==> src/chain_pkg.sv <==
package chain_pkg;
   // channel count and select code layout
   localparam int          NCH          = 8;
   localparam logic [5:0]  FIRST_CODE   = 6'h04;  // power-fail channel
   localparam logic [5:0]  SYS_CODE     = 6'h00;  // system enable target
   localparam int          FREE_CHANS   = 2;      // channels 0,1 ignore system enable
   localparam logic [1:0]  MAX_INDIRECT = 2'h3;
   // register byte offsets
   localparam logic [3:0]  OFF_STATUS   = 4'h0;
   localparam logic [3:0]  OFF_MASK     = 4'h4;
   localparam logic [3:0]  OFF_STATE    = 4'h8;
   localparam logic [1:0]  EVT_W        = 2'h2;
   localparam int          EV_REQUEST   = 0;
   localparam int          EV_ACK       = 1;
   // reset values
   localparam logic        RST_ENABLE   = 1'b0;
   localparam logic        RST_CONTROL  = 1'b0;
   localparam logic        RST_FLAG     = 1'b1;
   localparam logic [1:0]  RST_MASK     = 2'h0;
   localparam logic [1:0]  RESP_OKAY    = 2'h0;
   localparam logic [1:0]  RESP_SLVERR  = 2'h2;

   // central machine-cycle strobes, one cycle each
   typedef struct packed {
      logic flag_enable_strobe;      // T2
      logic interrupt_enable_strobe; // T3
      logic t4;
      logic set_request_strobe;      // T5
      logic t6;
   } io_timing_t;

   // decoded i/o group instruction
   typedef struct packed {
      logic       io_group_strobe;
      logic       set_control_instr;
      logic       clear_control_instr;
      logic       set_flag_instr;
      logic       clear_flag_instr;
      logic [2:0] select_code_high_digit;
      logic [2:0] select_code_low_digit;
   } io_instr_t;

   typedef enum logic [2:0] {
      RD_IDLE = 3'b001,
      RD_RESP = 3'b010,
      RD_HOLD = 3'b100
   } rd_state_t;
endpackage : chain_pkg

==> src/chain_intr.sv <==
// Added by the designer: the register offsets and the AXI4-Lite interface to the registers.
`timescale 1ns/1ps
`default_nettype none
module chain_intr (
   input  wire logic                   aclk,
   input  wire logic                   aresetn,
   input  wire chain_pkg::io_timing_t  timing,
   input  wire chain_pkg::io_instr_t   instr,
   input  wire logic [7:0]             device_flag,
   input  wire logic [7:0]             slot_present,
   input  wire logic                   jump_indirect,
   input  wire logic                   jump_subroutine_indirect,
   input  wire logic                   indirect_ref,
   input  wire logic                   phase_end,
   input  wire logic                   fetch_phase,
   output logic                        phase_interrupt_request,
   output logic                        grant_fetch,
   output logic                        interrupt_acknowledge,
   output logic [5:0]                  service_addr,
   output logic [7:0]                  priority_out,
   output logic                        irq,
   input  wire logic [3:0]             s_axi_awaddr,
   input  wire logic                   s_axi_awvalid,
   output logic                        s_axi_awready,
   input  wire logic [31:0]            s_axi_wdata,
   input  wire logic [3:0]             s_axi_wstrb,
   input  wire logic                   s_axi_wvalid,
   output logic                        s_axi_wready,
   output logic [1:0]                  s_axi_bresp,
   output logic                        s_axi_bvalid,
   input  wire logic                   s_axi_bready,
   input  wire logic [3:0]             s_axi_araddr,
   input  wire logic                   s_axi_arvalid,
   output logic                        s_axi_arready,
   output logic [31:0]                 s_axi_rdata,
   output logic [1:0]                  s_axi_rresp,
   output logic                        s_axi_rvalid,
   input  wire logic                   s_axi_rready
);
   import chain_pkg::*;

   function automatic logic code_hit(input io_instr_t i, input logic [5:0] code);
      code_hit = i.io_group_strobe && i.select_code_high_digit == code[5:3]
                 && i.select_code_low_digit == code[2:0];
   endfunction : code_hit

   logic [NCH-1:0] control;
   logic [NCH-1:0] flag_buf;
   logic [NCH-1:0] flag_ff;
   logic [NCH-1:0] qual;
   logic [NCH-1:0] request_ff;
   logic [NCH-1:0] priority_in;
   logic [NCH-1:0] local_req;
   logic [NCH-1:0] set_req;
   logic [NCH-1:0] sel;
   logic           sys_enable;
   logic           intr_control;
   logic           pending_n, pend_set;
   logic [1:0]     ind_cnt;
   logic           jump_block;
   logic           prio_instr;
   logic [5:0]     winner_code;
   logic [EVT_W-1:0] status;
   logic [EVT_W-1:0] mask;
   logic [EVT_W-1:0] events;

   assign prio_instr = instr.io_group_strobe && (instr.set_control_instr
                       || instr.clear_control_instr || instr.set_flag_instr
                       || instr.clear_flag_instr);

   // per-channel cards; even channel is a slot's output part, odd its input part
   genvar g;
   generate
      for (g = 0; g < NCH; g++) begin : g_card
         localparam logic [5:0] CODE = FIRST_CODE + 6'(g);
         localparam logic       FREE = (g < FREE_CHANS);
         assign sel[g] = code_hit(instr, CODE);
         // chain link: output part (even) feeds input part (odd) inside a slot
         if (g == 0) begin : g_head
            assign priority_in[g] = 1'b1;
         end else begin : g_link
            assign priority_in[g] = priority_out[g-1];
         end
         assign local_req[g]    = slot_present[g] && flag_ff[g] && qual[g];
         // an empty position just forwards the chain
         assign priority_out[g] = priority_in[g] && !local_req[g];
         assign set_req[g]      = local_req[g] && priority_in[g]
                                  && timing.set_request_strobe && flag_buf[g];

         // control flip-flop
         always_ff @(posedge aclk) begin
            if (!aresetn)
               control[g] <= RST_CONTROL;
            else if (timing.t4 && sel[g] && instr.set_control_instr)
               control[g] <= 1'b1;
            else if (timing.t4 && sel[g] && instr.clear_control_instr)
               control[g] <= 1'b0;
         end

         // qualifier sampled on the T3 strobe, dropped with control
         always_ff @(posedge aclk) begin
            if (!aresetn)
               qual[g] <= 1'b0;
            else if (!control[g])
               qual[g] <= 1'b0;
            else if (timing.interrupt_enable_strobe)
               qual[g] <= FREE || sys_enable;
         end

         // flag buffer: device set wins over a same-cycle clear
         always_ff @(posedge aclk) begin
            if (!aresetn)
               flag_buf[g] <= RST_FLAG;
            else if (device_flag[g] || (sel[g] && instr.set_flag_instr))
               flag_buf[g] <= 1'b1;
            else if (interrupt_acknowledge && request_ff[g])
               flag_buf[g] <= 1'b0;
            else if (sel[g] && instr.clear_flag_instr)
               flag_buf[g] <= 1'b0;
         end

         // flag flip-flop set from the buffer at T2, cleared only by a clear-flag instruction
         always_ff @(posedge aclk) begin
            if (!aresetn)
               flag_ff[g] <= RST_FLAG;
            else if ((timing.flag_enable_strobe && flag_buf[g])
                     || (sel[g] && instr.set_flag_instr))
               flag_ff[g] <= 1'b1;
            else if (sel[g] && instr.clear_flag_instr)
               flag_ff[g] <= 1'b0;
         end

         // request released each T2 so a higher card can claim the chain
         always_ff @(posedge aclk) begin
            if (!aresetn)
               request_ff[g] <= 1'b0;
            else if (timing.flag_enable_strobe)
               request_ff[g] <= 1'b0;
            else if (set_req[g])
               request_ff[g] <= 1'b1;
         end

      end
   endgenerate

   // lowest channel holding a request has the chain; nesting needs no extra state
   always_comb begin
      winner_code = FIRST_CODE;
      for (int i = NCH - 1; i >= 0; i--) begin
         if (request_ff[i])
            winner_code = FIRST_CODE + 6'(i);
      end
   end

   // system enable via flag instructions to code 00
   always_ff @(posedge aclk) begin
      if (!aresetn)
         sys_enable <= RST_ENABLE;
      else if (code_hit(instr, SYS_CODE) && instr.set_flag_instr)
         sys_enable <= 1'b1;
      else if (code_hit(instr, SYS_CODE) && instr.clear_flag_instr)
         sys_enable <= 1'b0;
   end

   // interrupt control: cleared by priority instructions, reset at next T2
   always_ff @(posedge aclk) begin
      if (!aresetn)
         intr_control <= 1'b1;
      else if (prio_instr)
         intr_control <= 1'b0;
      else if (timing.flag_enable_strobe)
         intr_control <= 1'b1;
   end

   // pending request, active low; forced idle while control is clear
   assign pend_set = intr_control && !prio_instr && !fetch_phase && |set_req
                     && (sys_enable || |set_req[FREE_CHANS-1:0]);
   always_ff @(posedge aclk) begin
      if (!aresetn)
         pending_n <= 1'b1;
      else if (!intr_control || prio_instr || fetch_phase)
         pending_n <= 1'b1;
      else if (pend_set)
         pending_n <= 1'b0;
   end
   assign phase_interrupt_request = !pending_n;

   // indirect-level counter for jump blocking
   always_ff @(posedge aclk) begin
      if (!aresetn)
         ind_cnt <= 2'h0;
      else if (!(jump_indirect || jump_subroutine_indirect))
         ind_cnt <= 2'h0;
      else if (indirect_ref && ind_cnt != MAX_INDIRECT)
         ind_cnt <= ind_cnt + 2'h1;
   end
   // after the third level the jump no longer holds off the interrupt
   assign jump_block  = (jump_indirect || jump_subroutine_indirect)
                        && ind_cnt != MAX_INDIRECT;
   assign grant_fetch = phase_end && !pending_n && !jump_block;
   assign interrupt_acknowledge = fetch_phase && timing.t6;

   // service address captured at T6 of the fetch phase
   always_ff @(posedge aclk) begin
      if (!aresetn)
         service_addr <= 6'h00;
      else if (interrupt_acknowledge)
         service_addr <= winner_code;
   end

   // sticky events, mask, level interrupt
   assign events[EV_REQUEST] = pending_n && pend_set;  // pending about to go active
   assign events[EV_ACK]     = interrupt_acknowledge;
   assign irq = |(status & mask);

   // ---- axi4-lite slave ----
   logic        aw_held;
   logic        w_held;
   logic [3:0]  aw_addr;
   logic [31:0] w_data;
   logic [3:0]  w_strb;
   rd_state_t   rd_state;

   assign s_axi_awready = !aw_held && !s_axi_bvalid;
   assign s_axi_wready  = !w_held && !s_axi_bvalid;
   assign s_axi_arready = rd_state == RD_IDLE;

   // write side: address and data taken in either order
   always_ff @(posedge aclk) begin
      if (!aresetn) begin
         aw_held      <= 1'b0;
         w_held       <= 1'b0;
         aw_addr      <= 4'h0;
         w_data       <= 32'h0;
         w_strb       <= 4'h0;
         s_axi_bvalid <= 1'b0;
         s_axi_bresp  <= RESP_OKAY;
         mask         <= RST_MASK;
      end else begin
         if (s_axi_awvalid && s_axi_awready) begin
            aw_held <= 1'b1;
            aw_addr <= s_axi_awaddr;
         end
         if (s_axi_wvalid && s_axi_wready) begin
            w_held <= 1'b1;
            w_data <= s_axi_wdata;
            w_strb <= s_axi_wstrb;
         end
         if (aw_held && w_held) begin
            aw_held      <= 1'b0;
            w_held       <= 1'b0;
            s_axi_bvalid <= 1'b1;
            if (aw_addr == OFF_MASK) begin
               s_axi_bresp <= RESP_OKAY;
               if (w_strb[0])
                  mask <= w_data[EVT_W-1:0];
            end else if (aw_addr == OFF_STATUS || aw_addr == OFF_STATE)
               s_axi_bresp <= RESP_OKAY;  // read-only, write ignored
            else
               s_axi_bresp <= RESP_SLVERR;
         end else if (s_axi_bvalid && s_axi_bready)
            s_axi_bvalid <= 1'b0;
      end
   end

   // read side: one cycle to data, held until rready
   always_ff @(posedge aclk) begin
      if (!aresetn) begin
         rd_state     <= RD_IDLE;
         s_axi_rvalid <= 1'b0;
         s_axi_rdata  <= 32'h0;
         s_axi_rresp  <= RESP_OKAY;
      end else begin
         case (rd_state)
            RD_IDLE: begin
               if (s_axi_arvalid) begin
                  rd_state     <= RD_HOLD;
                  s_axi_rvalid <= 1'b1;
                  s_axi_rresp  <= RESP_OKAY;
                  if (s_axi_araddr == OFF_STATUS)
                     s_axi_rdata <= {30'h0, status};
                  else if (s_axi_araddr == OFF_MASK)
                     s_axi_rdata <= {30'h0, mask};
                  else if (s_axi_araddr == OFF_STATE)
                     s_axi_rdata <= {8'h0, qual, control, service_addr,
                                     sys_enable, intr_control};
                  else begin
                     s_axi_rdata <= 32'h0;
                     s_axi_rresp <= RESP_SLVERR;
                  end
               end
            end
            RD_HOLD: begin
               if (s_axi_rready) begin
                  s_axi_rvalid <= 1'b0;
                  rd_state     <= RD_IDLE;
               end
            end
            default: rd_state <= RD_IDLE;
         endcase
      end
   end

   // status clears at the edge its read is taken, so nothing folded in is lost; events win
   always_ff @(posedge aclk) begin
      if (!aresetn)
         status <= 2'h0;
      else
         status <= (s_axi_arvalid && s_axi_arready && s_axi_araddr == OFF_STATUS
                    ? 2'h0 : status) | events;
   end
endmodule : chain_intr
`default_nettype wire

==> config.mk <==
export PLATFORM = sky130hd
export DESIGN_NAME = chain_intr
export DESIGN_NICKNAME = d
export VERILOG_FILES = /design/src/chain_pkg.sv /design/src/chain_intr.sv
export SDC_FILE = /design/constraint.sdc
export NUM_CORES = 1
export LEC_CHECK = 0
export ABC_AREA = 1
export BUFFER_PORTS_ARGS = -buffer_cell sky130_fd_sc_hd__buf_2
export CAP_MARGIN = 15
export CORE_MARGIN = 5
export CORE_UTILIZATION = 35
export CTS_CLUSTER_DIAMETER = 200
export CTS_CLUSTER_SIZE = 10
export DETAILED_ROUTE_END_ITERATION = 10
export SYNTH_ARGS = -nofsm -noshare
export SYNTH_HDL_FRONTEND = slang
export SYNTH_SLANG_ARGS = --single-unit
==> constraint.sdc <==
create_clock -name aclk -period 1.69 [get_ports aclk]
set_input_delay 0.0845 -clock aclk [delete_from_list [all_inputs] [get_ports aclk]]
set_output_delay 0.0845 -clock aclk [all_outputs]
set_load 0.005 [all_outputs]
---- Word-level counts from Yosys, hierarchy flattened ----
Cells that the tools add are included.
storage, ports and cells
  input port bits ......................... 88
  register bits after elaboration ......... 105
operators by class
  add/sub/neg operators ................... 1
  eq/ne operators ......................... 17
  bitwise logic cells ..................... 3
  multiplexer cells ....................... 61
  reductions and logical operators ........ 233
operators with widths
  operator             count
  $logic_and 1x1->1    134
  $mux 24              3
  $mux 6               7
  $reduce_or 2->1      21
  $mux 1               40
  $reduce_bool 2->1    20
  $logic_or 1x1->1     24
  $reduce_and 2->1     11
  $logic_not 1->1      16
  $eq 3x3->1 const B   5
  $mux 2               6
  $eq 3x1->1 const B   3
  $eq 4x3->1 const B   2
  $eq 4x4->1 const B   2
  $logic_not 4->1      2
  $reduce_or 8->1      1
  $eq 3x2->1 const B   2
  $logic_not 3->1      2
  $mux 3               2
  $ne 2x2->1 const B   3
  $pmux 3 s2           1
  $reduce_and 3->1     2
  $mux 4               1
  $add 2x1->2 const B  1
  other kinds (4)      4

---- Logic depth before layout (Yosys ltp) ----
Gate-level depths: netlist (run 1).
  depth in word-level cells ............... 17
  mapped depth ............................ 13

---- Worst setup path after synthesis (run 1) ----
No wires, ideal clock.
  path type ............................... flip-flop to flip-flop
  start point ............................. reg qual[0]
  end point ............................... reg status[0]
  buffers on the path ..................... 0
  period minus slack after synthesis ...... 1.270 ns
  setup slack ............................. 0.420 ns
  cell stages (with the launch flop) ...... 12
  library setup time ...................... 0.067 ns
  arrival ................................. 1.203 ns
  required time ........................... 1.623 ns
  cell sequence ........................... dfxtp_1 -> nand3_4 -> nand2_4 -> nor2_4 -> nand3_4 -> nor2_8 -> nand2_1 -> nand3_1 -> nand2_1 -> nand2_1 -> nand2_1 -> a21oi_2
between the ends
  cells in the longest elaborated chain, start to end .. 16
  elaborated cells between the ends (all ways) .. 38
  classes of those cells .................. 1 x bitwise; 37 x reduce/logical
RTL lines
  element                            RTL line           source
  start: declaration                 chain_intr.sv:50   logic [NCH-1:0] qual;
  start signal: indexed assignment   chain_intr.sv:107  qual[g] <= FREE || sys_enable;
  $logic_and 1x1->1 *                chain_intr.sv:84   assign local_req[g] = slot_present[g] && flag_ff[g] && qual[g];
  $logic_not 1->1 *                  chain_intr.sv:86   assign priority_out[g] = priority_in[g] && !local_req[g];
  named net priority_out[0]          chain_intr.sv:20   output logic [7:0] priority_out,
  $logic_and 1x1->1 * (2 in series)  chain_intr.sv:86
  named net priority_out[2]          chain_intr.sv:20
  $logic_and 1x1->1 * (3 in series)  chain_intr.sv:86
  named net priority_out[5]          chain_intr.sv:20
  $logic_and 1x1->1                  chain_intr.sv:86
  $logic_and 1x1->1                  chain_intr.sv:87   assign set_req[g] = local_req[g] && priority_in[g]
  $logic_and 1x1->1 (2 in series)    chain_intr.sv:88   && timing.set_request_strobe && flag_buf[g];
  $reduce_or 8->1 *                  chain_intr.sv:176  assign pend_set = intr_control && !prio_instr && !fetch_phase && |set_req
  $logic_and 1x1->1 *                chain_intr.sv:176
  $logic_and 1x1->1 *                chain_intr.sv:177  && (sys_enable || |set_req[FREE_CHANS-1:0]);
  $logic_and 1x1->1 *                chain_intr.sv:212  assign events[EV_REQUEST] = pending_n && pend_set;
  $or 2x2->2 *                       chain_intr.sv:310  ? 2'h0 : status) | events;
  end signal: assignment             chain_intr.sv:309  status <= (s_axi_arvalid && s_axi_arready && s_axi_araddr == OFF_STATUS
  end: declaration                   chain_intr.sv:63   logic [EVT_W-1:0] status;
The timed path passes the listed nets; every way through them passes the cells marked *.
A chain may end at the register's enable or synchronous reset.

---- Worst setup path after layout (run 1) ----
  start point ............................. reg qual[0]
  end point ............................... out priority_out[7]
between the ends
  cells in the longest elaborated chain, start to end .. 9
RTL lines
  element                          RTL line
  $logic_and 1x1->1                chain_intr.sv:84
  $logic_not 1->1                  chain_intr.sv:86
  $logic_and 1x1->1 (7 in series)  chain_intr.sv:86
  end: declaration                 chain_intr.sv:20
Every way passes these cells.

==> results of run 1 <==
-- flip-flops by register name (all words and copies together) (netlist names), 2 cells and up --
register,cells
aw_addr,4
control,8
flag_buf,8
flag_ff,8
ind_cnt,2
mask,2
qual,8
rd_state,2
request_ff,8
s_axi_rdata,22
service_addr,4
status,2
w_data,2
-- metal layers --
metal  GRT usage  vias to the layer above  share of wire
li1            -                     1955              -
met1       0.231                     1731           0.45
met2       0.268                      111           0.46
met3      0.0252                        8          0.073
met4      0.0528                        0          0.011
met5           0                        -              0
-- kinds of logic after synthesis --
| kind of cell | share of synthesized area |
|---|---|
| compound gates | 0.185 |
| fa+ha+maj | 0.00312 |
| buf+inv | 0.114 |
| flops | 0.449 |
| other cells | 0.000935 |
| simple gates | 0.247 |
-- through the flow --
step	hold slack [ns]	cell area (um2)	total power, mW	utilization	worst slack [ns]
after floorplan	0.180	4060	2.59	-	0.420
after global placement	0.273	4610	2.78	0.408	0.183
after detailed placement	0.280	4610	2.78	0.408	0.161
after CTS	0.0110	5000	4.77	0.441	0.00482
after global routing	0.0295	5010	4.95	0.442	-0.0539
final	0.0160	5010	4.73	0.442	0.0383
-- repair_timing --
item / 4_1_cts / 5_1_grt
buffers inserted: 1 / 0
gates resized for setup: 1 / 4
gates cloned: 0 / 0
hold buffers: 8 / 0
pin swaps: 0 / 0
setup endpoints to repair: 1 / 3
endpoints found under the hold margin: 8 / 0
-- worst paths after layout --
path                   start              end  slack (ns)
max                  qual[0]  priority_out[7]        0.04
min          s_axi_awaddr[3]       aw_addr[3]        0.02
max reg2reg          qual[0]        status[0]        0.12
min reg2reg       flag_ff[5]       flag_ff[5]        0.47
-- critical path, delay by kind of cell, from the launching register on --
kind	cells	cell delay, ns
buffers and inverters	1	0.13
AND/OR/NAND/NOR	6	0.61
AO/OA/AOI/OAI	1	0.14
flip-flops	1	0.35
-- synth_stat cells, types with 2 or more instances --
cell,n
a211oi_1,5
a21oi_1,23
a221o_1,3
a22oi_1,2
a311o_1,2
a311oi_1,2
a31oi_1,7
buf_2,6
buf_4,15
clkbuf_1,12
dfxtp_1,90
inv_1,70
nand2_1,112
nand3_1,19
nand3_2,2
nand3_4,2
nand4_1,3
nor2_1,67
nor2_2,3
nor3_1,7
nor4_1,2
o211ai_1,29
o21ai_0,30
o22ai_1,3
o32ai_1,4
-- final cells by class --
cell class / count / area, um2
fill: 1166 / 6310
multi-input combinational: 354 / 1810
sequential: 90 / 1800
timing repair buffer: 116 / 656
inverter: 71 / 267
clock buffer: 9 / 225
tap: 143 / 179
clock inverter: 6 / 67.6
-- power groups by stage --
stage	registers, mW	logic [mW]	clock network, mW
final	2.26	0.490	1.98
after global routing	2.27	0.560	2.12
after CTS	2.26	0.495	2.02
after detailed placement	2.31	0.478	0
after global placement	2.30	0.473	0
after floorplan	2.30	0.283	0
==> results.json, run 1 <==
{
  "hold_path_depth": 3,
  "die_w_um": 117,
  "min_period_ns": 1.65,
  "synth_top_cell_area_share": 0.449,
  "cts_tree": "yes",
  "firstDrtPassIters": 4,
  "syn_area_per_cell_um2": 7.48,
  "antenna_found_initial": 0,
  "ys_async_sr_fraction": 0,
  "end_kind": "output port",
  "initial_core_util": 0.354,
  "final_common_cell": "nand2_1",
  "p_sw_mw": 1.18,
  "cts_sinks": 90,
  "track_usage": 0.167,
  "layout_common_cells": "110 x nand2_1, 99 x buf_2, 89 x dfxtp_1",
  "power_frac_comb": 0.104,
  "dpl.cell_count": 765,
  "boundaryPins": 147,
  "start_kind": "flop",
  "ys_ff_latch": 90,
  "yosysWarnings": 0,
  "wl_per_cell_um": 14.3,
  "finalSetupTns_ns": 0,
  "num_rows": 39,
  "critPathKind": "flop to output port",
  "critPathMaxFanout": 5,
  "synthCells": 536,
  "via_per_inst": 4.82,
  "grt_pass1_vias": 3637,
  "slew_violations": 0,
  "crit_top_cell": "nand3_4",
  "power_density_nw_per_um2": 944,
  "grt_max_degree": 41,
  "path_cells": "nand3_4 > nand2_4 > nor2_4 > nand3_4 > nor2_8 > nand2_2 > a31oi_1 > buf_2",
  "globalplace.congestion": 0.859,
  "clk_latency_ns": 0.33,
  "final-setup-viol-count": 0,
  "ys_seq_area_frac": 0.449,
  "max_cap_viol_count": 0,
  "vias": 3805,
  "arrival_ns": 1.57,
  "max_stage_delay_ns": 0.35,
  "drtAntennaViolNets": 0,
  "syn_area_um2": 4010,
  "nets": 731,
  "yosysUniqueCellTypes": 41,
  "drcViolationCount": 0,
  "max_freq_ghz": 0.605,
  "path_clk_slew_ns": 0.06,
  "cts_max_path_buffers": 2,
  "ys.flop_type": "dfxtp_1",
  "reg2regPathDepth": 12,
  "finalNonFillerCells": 789,
  "portBuffers": 99,
  "p_int_mw": 3.55,
  "htreeDepth": 3,
  "die_area_um2": 13700,
  "crit_slowest_cell": "dfxtp_2",
  "layout-drive-gt1-share": 0.221,
  "p_leak_nw": 2.31,
  "critPathRequiredTime_ns": 1.61,
  "drt-initial-drc-count": 216,
  "hp-class": "input pin to flop",
  "sw_frac_of_total": 0.249,
  "p_clk_frac": 0.418,
  "fin_crit_sh": 0.977,
  "core_um2": 11300,
  "grt_overflow": 0,
  "detailed_place_hpwl_mm": 8.77,
  "syn_to_final_growth_pct": 24.9,
  "finalHoldViolations": 0,
  "cts_buffers": 9,
  "synth_edf_count": 0,
  "netlist.top_cell.by_area": "dfxtp_1",
  "peakVddDrop_uv": 509,
  "num_antenna_cells": 0,
  "grt_pass1_wl_mm": 18.0,
  "pwr-share-seq": 0.478,
  "routed_wl_mm": 11.3,
  "rsz0062_at_grt": "yes",
  "root_buffer": "clkbuf_16",
  "finClkSkew_ns": 0.00455,
  "status": "finished, final reports clean",
  "die_height_um": 117,
  "yosys-top-cells-area": "dfxtp_1 45%, nand2_1 10%, inv_1 6.6%"
}
Power figures use the tool's default switching activity.
==> inputs of run 2 (changes only) <==
REMOVE_ABC_BUFFERS = 1   (was default)
==> results.json, run 2 (synthesis gave the netlist of run 1 again) <==
{
  "finalHoldViolations": 0,
  "power_density_nw_per_um2": 941,
  "layout-drive-gt1-share": 0.222,
  "max_freq_ghz": 0.611,
  "routed_wl_mm": 11.6,
  "globalplace.congestion": 0.886,
  "rrSetupSlack_ns": 0.17,
  "htreeDepth": 3,
  "drt-initial-drc-count": 284,
  "clk_latency_ns": 0.34,
  "die_area_um2": 13700,
  "cts_max_path_buffers": 2,
  "post_cts_buffers": 0,
  "root_buffer": "clkbuf_16",
  "hold_path_depth": 3,
  "portBuffers": 99,
  "critPathRequiredTime_ns": 1.61,
  "core_um2": 11300,
  "antenna_found_initial": 1,
  "dpl.cell_count": 768,
  "max_stage_delay_ns": 0.34,
  "critPathKind": "flop to output port",
  "wl_per_cell_um": 14.6,
  "cts_buffers": 9,
  "die_w_um": 117,
  "boundaryPins": 147,
  "crit_slowest_cell": "dfxtp_1",
  "drcViolationCount": 0,
  "total_power_mw": 4.74,
  "grt_pass1_wl_mm": 18.0,
  "peakVddDrop_uv": 364,
  "rsz0062_at_grt": "yes",
  "p_clk_frac": 0.418,
  "regMostFlops": "s_axi_rdata",
  "track_usage": 0.171,
  "finalNonFillerCells": 794,
  "nFillCells": 1191,
  "place_area_um2": 4620,
  "final_common_cell": "nand2_1",
  "drtAntennaViolNets": 0,
  "slew_violations": 0,
  "path_cells": "nand3_4 > nand2_4 > nor2_4 > nand3_4 > nor2_8 > nand2_2 > a31oi_1 > buf_2",
  "design_area_um2": 5030,
  "place_ws_ns": 0.162,
  "sw_frac_of_total": 0.251,
  "pwr-share-seq": 0.476,
  "initial_core_util": 0.354,
  "min_period_ns": 1.64,
  "reg2regPathDepth": 12,
  "firstDrtPassIters": 6,
  "cts_sinks": 90,
  "multi_input_area_um2": 1820,
  "max_cap_viol_count": 0,
  "cts_tree": "yes",
  "utilization": 0.445,
  "detailed_place_hpwl_mm": 8.79,
  "arrival_ns": 1.55,
  "start_kind": "flop",
  "syn_to_final_growth_pct": 25.6,
  "regArea_um2": 1800,
  "largest_reg_flops": 22,
  "hp-class": "input pin to flop",
  "finClkSkew_ns": 0.00718,
  "end_kind": "output port",
  "grt_overflow": 0,
  "num_rows": 39,
  "die_height_um": 117,
  "timing.hold.ws_ns": 0.0147,
  "nets": 735,
  "crit_top_cell": "nand3_4",
  "vias": 3868,
  "status": "finished, final reports clean",
  "layout_common_cells": "111 x nand2_1, 99 x buf_2, 88 x dfxtp_1",
  "setup_slack_ns": 0.0545,
  "grt_pass1_vias": 3647,
  "grt_max_degree": 33,
  "p_int_mw": 3.55,
  "via_per_inst": 4.87,
  "critPathMaxFanout": 4,
  "power_frac_comb": 0.105,
  "p_sw_mw": 1.19,
  "final-setup-viol-count": 0,
  "p_leak_nw": 2.32,
  "finalSetupTns_ns": 0,
  "path_clk_slew_ns": 0.07,
  "fin_crit_sh": 0.968
}
==> run 2: path summary, 6_finish.rpt <==
check / start / to
hold reg to reg: flag_ff[6] / flag_ff[6]
setup / recovery: qual[1] / priority_out[7]
hold / removal: s_axi_wdata[1] / w_data[1]
setup reg to reg: qual[3] / status[0]
==> run 2: power by group through the flow <==
stage | clock (mW) | combinational (mW) | sequential [mW]
global route | 2.09 | 0.571 | 2.27
floorplan | 0 | 0.221 | 2.30
detailed placement | 0 | 0.486 | 2.31
finish | 1.98 | 0.499 | 2.26
global placement | 0 | 0.474 | 2.30
CTS | 2.01 | 0.505 | 2.26
==> run 2: final cells by class <==
type / count / area share
multi-input combinational: 354 / 0.361
sequential: 90 / 0.358
timing repair buffer: 120 / 0.135
inverter: 71 / 0.0529
clock buffer: 10 / 0.0455
tap: 143 / 0.0355
clock inverter: 5 / 0.0112
antenna: 1 / 0.000497
==> run 2: what timing repair did <==
| action | in CTS | in global routing |
|---|---|---|
| hold endpoints to repair | 10 | 0 |
| hold buffers | 10 | 0 |
| gates resized for setup | 1 | 5 |
| endpoints found under the setup margin | 1 | 3 |
| pin swaps | 0 | 0 |
==> run 2: metal layers <==
layer	vias to the layer above	global-route usage	wire length [um]
li1	1965	-	-
met1	1755	0.216	5010
met2	126	0.288	5590
met3	20	0.0344	754
met4	2	0.0642	211
met5	-	0	11
==> run 2: worst max-delay path, delay by kind of cell, from the launching register on <==
kind / cells / cell delay [ns]
AO/OA/AOI/OAI: 1 / 0.13
buffers and inverters: 1 / 0.13
AND/OR/NAND/NOR: 6 / 0.61
flip-flops: 1 / 0.34
